$ cat config.mk
export PLATFORM = sky130hd
export DESIGN_NAME = black_loop_and_gain_offset
export DESIGN_NICKNAME = d
export VERILOG_FILES = /design/src/front_end_pkg.sv /design/src/stream_if.sv /design/src/two_entry_buffer.sv /design/src/cal_sequencer.sv /design/src/black_loop_and_gain_offset.sv
export SDC_FILE = /design/constraint.sdc
export NUM_CORES = 1
export LEC_CHECK = 0
export BUFFER_PORTS_ARGS = -buffer_cell sky130_fd_sc_hd__buf_2
export CAP_MARGIN = 20
export CORE_ASPECT_RATIO = 0.8
export CORE_UTILIZATION = 65
export CTS_CLUSTER_DIAMETER = 120
export CTS_CLUSTER_SIZE = 20
export DETAILED_ROUTE_END_ITERATION = 8
export MAX_ROUTING_LAYER = met4
export PLACE_DENSITY = 0.87
export SLEW_MARGIN = 25
export SYNTH_ARGS = -nofsm -noshare
export SYNTH_HDL_FRONTEND = slang
export SYNTH_SLANG_ARGS = --single-unit
$ cat constraint.sdc
create_clock -name clk -period 16.7 [get_ports clk]
set_input_delay 3.34 -clock clk [delete_from_list [all_inputs] [get_ports clk]]
set_output_delay 3.34 -clock clk [all_outputs]
set_load 0.005 [all_outputs]
$ cat src/front_end_pkg.sv
// constants and types shared by the black loop and segment correction block
// How it works
// - weight code 00..11 selects 1x,2x,4x,8x
// - black error (64 minus sample) times weight enters loop sum
// - clamp count sets pixels summed per update
// - loop config register read/write, resets 2Ah
// - three correction registers read-only, reset zero
// - first offset signed, used in 4x segment
// - second offset signed, used in 2x segment
// - calibration end loads all three offsets
// - 8x segment output equals raw sample
// - 4x segment: raw times two plus first
// - 2x segment: raw times four plus twice second
// - 1x segment: raw times eight plus four third
// - trigger starts calibration, self clears, 760 clocks
// - loop drives black pixel output toward 64
// - black accumulator is nine bits wide
`default_nettype none
package front_end_pkg;
    localparam logic [7:0] ADDR_BLACK_LOOP   = 8'h0D;
    localparam logic [7:0] ADDR_CORR_FIRST   = 8'h0E;
    localparam logic [7:0] ADDR_CORR_SECOND  = 8'h0F;
    localparam logic [7:0] ADDR_CORR_THIRD   = 8'h10;
    localparam logic [7:0] BLACK_LOOP_RESET  = 8'h2A;
    localparam logic [7:0] CORR_RESET        = 8'h00;
    localparam int         WEIGHT_MSB        = 7;
    localparam int         WEIGHT_LSB        = 6;
    localparam int         CLAMP_MSB         = 5;
    localparam int         CLAMP_LSB         = 0;
    localparam int         RAW_W             = 10;
    localparam int         OUT_W             = 13;
    localparam int         CALC_W            = 15;
    localparam int         ACC_W             = 9;
    localparam int         SUM_W             = 22;
    localparam int         UPDATE_SHIFT      = 8;
    localparam logic [9:0] BLACK_TARGET      = 10'h040;
    localparam logic [8:0] BLACK_ACC_RESET   = 9'h100;
    localparam logic [8:0] BLACK_ACC_MAX     = 9'h1FF;
    localparam logic [12:0] OUT_MAX          = 13'h1FFF;
    localparam logic [9:0] CAL_CLOCKS        = 10'h2F8;

    typedef enum logic [1:0] {
        SEG_1X = 2'h0,
        SEG_2X = 2'h1,
        SEG_4X = 2'h2,
        SEG_8X = 2'h3
    } segment_t;

    typedef enum logic [1:0] {
        CAL_IDLE = 2'h1,
        CAL_RUN  = 2'h2
    } cal_state_t;
endpackage
`default_nettype wire

$ cat src/stream_if.sv
// valid/ready word channel between the block's own modules
`timescale 1ns/1ps
`default_nettype none
interface stream_if;
    logic                               valid;
    logic                               ready;
    logic [front_end_pkg::OUT_W-1:0]    data;
    modport source (output valid, output data, input ready);
    modport sink   (input valid, input data, output ready);
endinterface
`default_nettype wire

$ cat src/two_entry_buffer.sv
// two-entry buffer for corrected samples
`timescale 1ns/1ps
`default_nettype none
module two_entry_buffer (
    input  wire logic   clk,
    input  wire logic   srst,
    stream_if.sink      fill,
    stream_if.source    drain
);
    import front_end_pkg::*;

    logic [OUT_W-1:0] slot [2];
    logic [OUT_W-1:0] next_slot [2];
    logic             wr_ptr;
    logic             next_wr_ptr;
    logic             rd_ptr;
    logic             next_rd_ptr;
    logic [1:0]       count;
    logic [1:0]       next_count;
    logic             push;
    logic             pop;

    // handshakes: honest full and empty
    assign fill.ready  = (count != 2'h2);
    assign drain.valid = (count != 2'h0);
    assign drain.data  = slot[rd_ptr];
    assign push        = fill.valid & fill.ready;
    assign pop         = drain.valid & drain.ready;

    // next pointers, count and storage
    always_comb begin
        next_wr_ptr = wr_ptr ^ push;
        next_rd_ptr = rd_ptr ^ pop;
        next_count  = count;
        if (push && !pop) begin
            next_count = count + 2'h1;
        end else if (pop && !push) begin
            next_count = count - 2'h1;
        end
        for (int i = 0; i < 2; i++) begin
            next_slot[i] = slot[i];
        end
        if (push) begin
            next_slot[wr_ptr] = fill.data;
        end
    end

    // register state
    always_ff @(posedge clk) begin
        if (srst) begin
            wr_ptr  <= 1'b0;
            rd_ptr  <= 1'b0;
            count   <= 2'h0;
            slot[0] <= '0;
            slot[1] <= '0;
        end else begin
            wr_ptr  <= next_wr_ptr;
            rd_ptr  <= next_rd_ptr;
            count   <= next_count;
            slot[0] <= next_slot[0];
            slot[1] <= next_slot[1];
        end
    end
endmodule
`default_nettype wire

$ cat src/cal_sequencer.sv
// gain calibration sequencer: timed run, load pulse at the end
`timescale 1ns/1ps
`default_nettype none
module cal_sequencer (
    input  wire logic   clk,
    input  wire logic   srst,
    input  wire logic   cal_request,
    output logic        cal_busy,
    output logic        cal_load
);
    import front_end_pkg::*;

    cal_state_t state;
    cal_state_t next_state;
    logic [9:0] count;
    logic [9:0] next_count;
    logic       next_load;

    // request starts at once, requests during a run are ignored
    always_comb begin
        next_state = state;
        next_count = count;
        next_load  = 1'b0;
        case (state)
            CAL_IDLE: begin
                if (cal_request) begin
                    next_state = CAL_RUN;
                    next_count = 10'h000;
                end
            end
            CAL_RUN: begin
                next_count = count + 10'h001;
                if (count == CAL_CLOCKS - 10'h001) begin
                    next_state = CAL_IDLE;
                    next_load  = 1'b1;
                end
            end
            default: begin
                next_state = CAL_IDLE;
            end
        endcase
    end

    // register state
    always_ff @(posedge clk) begin
        if (srst) begin
            state    <= CAL_IDLE;
            count    <= 10'h000;
            cal_load <= 1'b0;
        end else begin
            state    <= next_state;
            count    <= next_count;
            cal_load <= next_load;
        end
    end

    assign cal_busy = (state == CAL_RUN);
endmodule
`default_nettype wire

$ cat src/black_loop_and_gain_offset.sv
// black level loop and gain segment correction, with register port
`timescale 1ns/1ps
`default_nettype none
module black_loop_and_gain_offset (
    input  wire logic                               clk,
    input  wire logic                               srst,

    // register port
    input  wire logic [7:0]                         reg_addr,
    input  wire logic                               reg_write,
    input  wire logic [7:0]                         reg_wdata,
    input  wire logic                               reg_read,
    output logic [7:0]                              reg_rdata,

    // calibration
    input  wire logic                               cal_request,
    output logic                                    cal_busy,
    input  wire logic [7:0]                         measured_offset_first,
    input  wire logic [7:0]                         measured_offset_second,
    input  wire logic [7:0]                         measured_offset_third,

    // converter samples
    input  wire logic                               sample_valid,
    output logic                                    sample_ready,
    input  wire logic [front_end_pkg::RAW_W-1:0]    sample_raw,
    input  wire front_end_pkg::segment_t            sample_segment,
    input  wire logic                               black_pixel,

    // black level offset to the sampler
    output logic [front_end_pkg::ACC_W-1:0]         black_level,

    // corrected output stream
    output logic                                    out_valid,
    input  wire logic                               out_ready,
    output logic [front_end_pkg::OUT_W-1:0]         out_data
);
    import front_end_pkg::*;

    // registers
    logic [7:0]              loop_cfg;
    logic [7:0]              next_loop_cfg;

    logic [7:0]              correction_offset_first;
    logic [7:0]              next_correction_offset_first;

    logic [7:0]              correction_offset_second;
    logic [7:0]              next_correction_offset_second;

    logic [7:0]              correction_offset_third;
    logic [7:0]              next_correction_offset_third;

    logic [7:0]              next_reg_rdata;

    // black loop state
    logic [ACC_W-1:0]        acc;
    logic [ACC_W-1:0]        next_acc;

    logic signed [SUM_W-1:0] loop_sum;
    logic signed [SUM_W-1:0] next_loop_sum;

    logic [5:0]              pixel_count;
    logic [5:0]              next_pixel_count;

    // datapath helpers
    logic                    cal_load;
    logic                    accepted;

    // configuration fields
    logic [1:0]              weight_shift;
    logic [5:0]              clamp_len;

    // correction operands
    logic signed [CALC_W-1:0] raw_ext;
    logic signed [CALC_W-1:0] off_first;
    logic signed [CALC_W-1:0] off_second;
    logic signed [CALC_W-1:0] off_third;
    logic signed [CALC_W-1:0] corrected;
    logic [OUT_W-1:0]        corrected_clamped;

    // black loop arithmetic
    logic signed [SUM_W-1:0] black_err;
    logic signed [SUM_W-1:0] weighted;
    logic signed [SUM_W-1:0] period_total;
    logic signed [SUM_W-1:0] acc_wide;

    // words into and out of the buffer
    stream_if to_buffer ();
    stream_if from_buffer ();

    // calibration sequencer
    // samples during a run are dropped
    cal_sequencer u_cal (
        .clk         (clk),
        .srst        (srst),
        .cal_request (cal_request),
        .cal_busy    (cal_busy),
        .cal_load    (cal_load)
    );

    // output buffer, stall reaches the converter side
    two_entry_buffer u_buf (
        .clk   (clk),
        .srst  (srst),
        .fill  (to_buffer.sink),
        .drain (from_buffer.source)
    );

    // stream handshakes; samples during calibration are dropped
    assign sample_ready      = to_buffer.ready;
    assign accepted          = sample_valid & sample_ready;

    // buffer input side
    assign to_buffer.valid   = sample_valid & ~cal_busy;
    assign to_buffer.data    = corrected_clamped;

    // buffer output side
    assign out_valid         = from_buffer.valid;
    assign out_data          = from_buffer.data;
    assign from_buffer.ready = out_ready;

    // configuration fields
    assign weight_shift = loop_cfg[WEIGHT_MSB:WEIGHT_LSB];
    assign clamp_len    = loop_cfg[CLAMP_MSB:CLAMP_LSB];

    // sampler offset
    assign black_level  = acc;

    // zero-extended raw code and sign-extended offsets for segment correction
    always_comb begin
        raw_ext    = $signed({{(CALC_W-RAW_W){1'b0}}, sample_raw});

        off_first  = $signed({{(CALC_W-8){correction_offset_first[7]}}, correction_offset_first});
        off_second = $signed({{(CALC_W-8){correction_offset_second[7]}}, correction_offset_second});
        off_third  = $signed({{(CALC_W-8){correction_offset_third[7]}}, correction_offset_third});
    end

    // segment correction for a continuous 13-bit output
    always_comb begin
        case (sample_segment)
            // 8x segment
            SEG_8X: begin
                corrected = raw_ext;
            end

            // 4x segment
            SEG_4X: begin
                corrected = (raw_ext <<< 1) + off_first;
            end

            // 2x segment
            SEG_2X: begin
                corrected = (raw_ext <<< 2) + (off_second <<< 1);
            end

            // 1x segment
            SEG_1X: begin
                corrected = (raw_ext <<< 3) + (off_third <<< 2);
            end

            default: begin
                corrected = raw_ext;
            end
        endcase
    end

    // saturate to the 13-bit output range
    always_comb begin
        if (corrected < 0) begin
            corrected_clamped = '0;
        end else if (corrected > $signed({2'b00, OUT_MAX})) begin
            // clip to the top code
            corrected_clamped = OUT_MAX;
        end else begin
            corrected_clamped = corrected[OUT_W-1:0];
        end
    end

    // weighted black pixel error toward the target code
    always_comb begin
        black_err = $signed({{(SUM_W-RAW_W){1'b0}}, BLACK_TARGET})
                  - $signed({{(SUM_W-RAW_W){1'b0}}, sample_raw});

        weighted  = black_err <<< weight_shift;

        period_total = loop_sum + weighted;
        acc_wide  = $signed({{(SUM_W-ACC_W){1'b0}}, acc}) + (period_total >>> UPDATE_SHIFT);
    end

    // black loop accumulation and update
    // each update adds sum >>> 8 to the accumulator
    always_comb begin
        next_acc         = acc;
        next_loop_sum    = loop_sum;
        next_pixel_count = pixel_count;

        if (accepted && black_pixel && !cal_busy && clamp_len != 6'h00) begin
            if (pixel_count + 6'h01 >= clamp_len) begin
                // one update, then a fresh period
                if (acc_wide < 0) begin
                    next_acc = '0;
                end else if (acc_wide > $signed({{(SUM_W-ACC_W){1'b0}}, BLACK_ACC_MAX})) begin
                    next_acc = BLACK_ACC_MAX;
                end else begin
                    next_acc = acc_wide[ACC_W-1:0];
                end

                next_loop_sum    = '0;
                next_pixel_count = 6'h00;
            end else begin
                // still inside the period
                next_loop_sum    = period_total;
                next_pixel_count = pixel_count + 6'h01;
            end
        end
    end

    // register black loop state
    // sum clears each period
    always_ff @(posedge clk) begin
        if (srst) begin
            acc         <= BLACK_ACC_RESET;

            loop_sum    <= '0;
            pixel_count <= 6'h00;
        end else begin
            acc         <= next_acc;

            loop_sum    <= next_loop_sum;
            pixel_count <= next_pixel_count;
        end
    end

    // register writes; correction registers ignore writes
    always_comb begin
        next_loop_cfg                 = loop_cfg;
        next_correction_offset_first  = correction_offset_first;
        next_correction_offset_second = correction_offset_second;
        next_correction_offset_third  = correction_offset_third;

        if (reg_write && reg_addr == ADDR_BLACK_LOOP) begin
            next_loop_cfg = reg_wdata;
        end

        // offsets load only at calibration end
        if (cal_load) begin
            next_correction_offset_first  = measured_offset_first;
            next_correction_offset_second = measured_offset_second;
            next_correction_offset_third  = measured_offset_third;
        end
    end

    // register read mux, unmapped addresses read zero
    always_comb begin
        next_reg_rdata = reg_rdata;
        if (reg_read) begin
            case (reg_addr)
                ADDR_BLACK_LOOP: begin
                    next_reg_rdata = loop_cfg;
                end

                ADDR_CORR_FIRST: begin
                    next_reg_rdata = correction_offset_first;
                end

                ADDR_CORR_SECOND: begin
                    next_reg_rdata = correction_offset_second;
                end

                ADDR_CORR_THIRD: begin
                    next_reg_rdata = correction_offset_third;
                end

                default: begin
                    next_reg_rdata = 8'h00;
                end
            endcase
        end
    end

    // register file state
    // offsets reset to zero
    always_ff @(posedge clk) begin
        if (srst) begin
            loop_cfg                 <= BLACK_LOOP_RESET;

            correction_offset_first  <= CORR_RESET;
            correction_offset_second <= CORR_RESET;
            correction_offset_third  <= CORR_RESET;

            reg_rdata                <= 8'h00;
        end else begin
            loop_cfg                 <= next_loop_cfg;

            correction_offset_first  <= next_correction_offset_first;
            correction_offset_second <= next_correction_offset_second;
            correction_offset_third  <= next_correction_offset_third;

            reg_rdata                <= next_reg_rdata;
        end
    end
endmodule
`default_nettype wire

==> impl_metrics.env <==
export IMPL_grt_util_all_layers=0.356
export IMPL_leakage_uw=0.00415
export IMPL_synth_commonest_cells="nor2_1 (124), dfxtp_1 (120), nand2_1 (105)"
export IMPL_hp_class="reg2reg"
export IMPL_critPathCaptureType="flip-flop"
export IMPL_required_ps=16980
export IMPL_cts_setup_buffers=0
export IMPL_design_area_um2=9850
export IMPL_drt_pass1_iter_count=8
export IMPL_async_flop_share=0
export IMPL_worstPathMaxFanout=9
export IMPL_synth_flop_cell="dfxtp_1"
export IMPL_cts_sinks=120
export IMPL_netlist_area_leader_share=0.275
export IMPL_drtIter0Drc=1124
export IMPL_fin_crit_sh=0.569
export IMPL_yosysMostFrequentCell="nor2_1"
export IMPL_syn_num_nets=1238
export IMPL_grt_ovfl_total=0
export IMPL_power_density_nw_per_um2=108
export IMPL_route_detailed_drc=0
export IMPL_ys_warn_count=0
export IMPL_synth_edf_count=0
export IMPL_clockRootBuffer="clkbuf_16"
export IMPL_synth_area_um2=8750
export IMPL_dieArea_um2=13900
export IMPL_r2r_cells=20
export IMPL_ir_worst_vdd_v=0.0000903
export IMPL_clock_latency_ps=430
export IMPL_hold_viol_final=0
export IMPL_cts_resized=0
export IMPL_syn_area_per_cell_um2=7.98
export IMPL_syn_inst=1097
export IMPL_dp_hpwl_um=16900
export IMPL_yosys_area_top_type="dfxtp_1"
export IMPL_yosysSeqAreaShare=0.275
export IMPL_slew_headroom=0.475
export IMPL_utilization=0.757
export IMPL_cts_buffer_depth=2
export IMPL_cts_tree="done"
export IMPL_routed_via_density=6.35
export IMPL_place_gp_congestion=0.946
export IMPL_numCtsBuffers=17
export IMPL_core_area_um2=13000
export IMPL_grt_first_pass_wirelength_um=38600
export IMPL_die_height_um=106
export IMPL_tns_ps=0
export IMPL_die_width_um=132
export IMPL_setup_viol=0
export IMPL_ys_types=74
export IMPL_grt_max_degree=69
export IMPL_drive_gt1_frac=0.140
export IMPL_cts_hold_fix_buffers=0
export IMPL_wl_per_cell_um=17.4
export IMPL_path_clk_slew_ps=60
export IMPL_port_buffers=92
export IMPL_cts_max_level=4
export IMPL_postRouteAntennaNets=0
export IMPL_status="complete, no violations"
export IMPL_skew_ps=9.47
export IMPL_grt_pass1_vias=7869
export IMPL_vias=8554
export IMPL_start_util=0.673
export IMPL_fin_crit_ps=9500
export IMPL_pin_count=93
export IMPL_start_kind="input port"
export IMPL_worst_slew_pin_slew_ps=787
export IMPL_fp_row_count=37
export IMPL_path_class="in2reg"
export IMPL_area_growth_pct=12.5
export IMPL_maxCapViolations=0
export IMPL_crit_arrival_ps=9770
export IMPL_routed_wl_um=23500
export IMPL_holdPathStages=2
export IMPL_synth_area_leaders="dfxtp_1 (27%), ha_1 (11%), a21oi_1 (5.6%), nor2_1 (5.3%), nand2_1 (4.5%)"
export IMPL_layout_nets=1299
export IMPL_synth_seq_cells=120
export IMPL_rsz0062_at_grt="no"
export IMPL_max_freq_ghz=0.105
export IMPL_slew_viol_final=0
export IMPL_placed_area_um2=9250
export IMPL_hold_ws_ps=464
export IMPL_antenna_found_initial=1
==> sequential cells by signal, summed over array words and instances, names as in the netlist <==
register	count
u_cal.count	10
pixel_count	6
correction_offset_first	8
correction_offset_third	8
u_cal.state	2
loop_sum	22
u_buf.count	2
reg_rdata	8
u_buf.wr_ptr	1
u_cal.cal_load	1
loop_cfg	8
u_buf.slot	26
u_buf.rd_ptr	1
black_level	9
correction_offset_second	8
==> cells in the final DEF (no fill, tap or decap), types with 8 or more instances in the layout <==
master,Yosys,layout
a211oi_1,10,9
a21o_1,20,20
a21oi_1,98,98
a221oi_2,8,8
a222oi_1,8,8
a22oi_1,15,15
a31oi_1,8,8
and3_1,13,13
buf_2,2,91
clkbuf_16,0,17
dfxtp_1,120,120
ha_1,76,76
inv_1,41,41
mux2_2,13,13
mux2i_1,32,32
nand2_1,105,105
nand2b_1,24,24
nand3_1,26,26
nor2_1,124,123
nor2b_1,9,9
nor3_1,21,21
o211ai_1,10,10
o21a_1,10,10
o21ai_0,62,62
o32ai_1,17,17
or3_1,8,8
xnor2_1,30,30
xor2_1,32,32
==> cells by family (layout without fill, tap and decap cells) <==
kind of cell,Yosys count,count (layout),synth area share
other cells,0,1,0
mux,46,46,0.0559
simple gates,366,366,0.194
fa+ha+maj,81,81,0.120
compound gates,325,325,0.251
flops,120,120,0.275
xor+xnor,62,62,0.0621
buf+inv,97,171,0.0432
==> final timing paths <==
| check | start | end | slack (ps) |
|---|---|---|---|
| setup / recovery | sample_raw[4] | black_level[3]$_SDFFE_PP0P_ | 7200 |
| hold / removal | loop_sum[0]$_SDFFE_PP0P_ | loop_sum[0]$_SDFFE_PP0P_ | 460 |
| setup reg to reg | loop_cfg[6]$_SDFFE_PP0P_ | black_level[3]$_SDFFE_PP0P_ | 10350 |
| hold reg to reg | loop_sum[0]$_SDFFE_PP0P_ | loop_sum[0]$_SDFFE_PP0P_ | 460 |
==> metal layers <==
metal	track usage	wire (um)
met1	0.481	10700
met4	0.117	514
met2	0.522	9980
met3	0.0832	2310
met5	-	0
==> report_power, final <==
group / leakage [uW] / switching, uW / internal (uW)
sequential: 0.000973 / 18.2 / 309
clock: 0.000273 / 145 / 224
combinational: 0.00290 / 221 / 147
total: 0.00415 / 384 / 680
==> stage by stage <==
step / total power, uW / setup slack (ps) / instances
2_1_floorplan: 610 / 7810 / 1097
3_3_place_gp: 676 / 7230 / 1314
3_5_place_dp: 690 / 6840 / 1314
4_1_cts: 1060 / 7280 / 1346
5_1_grt: 1120 / 6810 / 1347
6_report: 1060 / 7200 / 1347
==> final cells by class <==
cell class	count	area [um2]
Antenna cell	1	2.50
Clock buffer	19	443
Clock inverter	13	143
Fill cell	931	3160
Inverter	42	158
Multi-Input combinational cell	880	5980
Sequential cell	120	2400
Tap cell	175	219
Timing Repair Buffer	97	500
==> critical path, cell delays in order <==
cell	delay [ps]
buf_2	150
or3_1	410
or3_1	380
o21ai_0	400
a22oi_1	120
nor2_1	110
a221o_1	140
mux2_2	150
ha_1	280
o21ai_0	260
nor2_1	100
o311ai_2	430
or2b_1	270
a21o_1	200
a31oi_1	260
xnor2_1	210
ha_1	310
o21a_1	130
a21oi_1	220
o21ai_0	200
o21a_1	220
or2_2	270
a2111oi_0	490
a22o_1	590
a221oi_2	120
No activity file was read; power rests on OpenSTA's default activity.
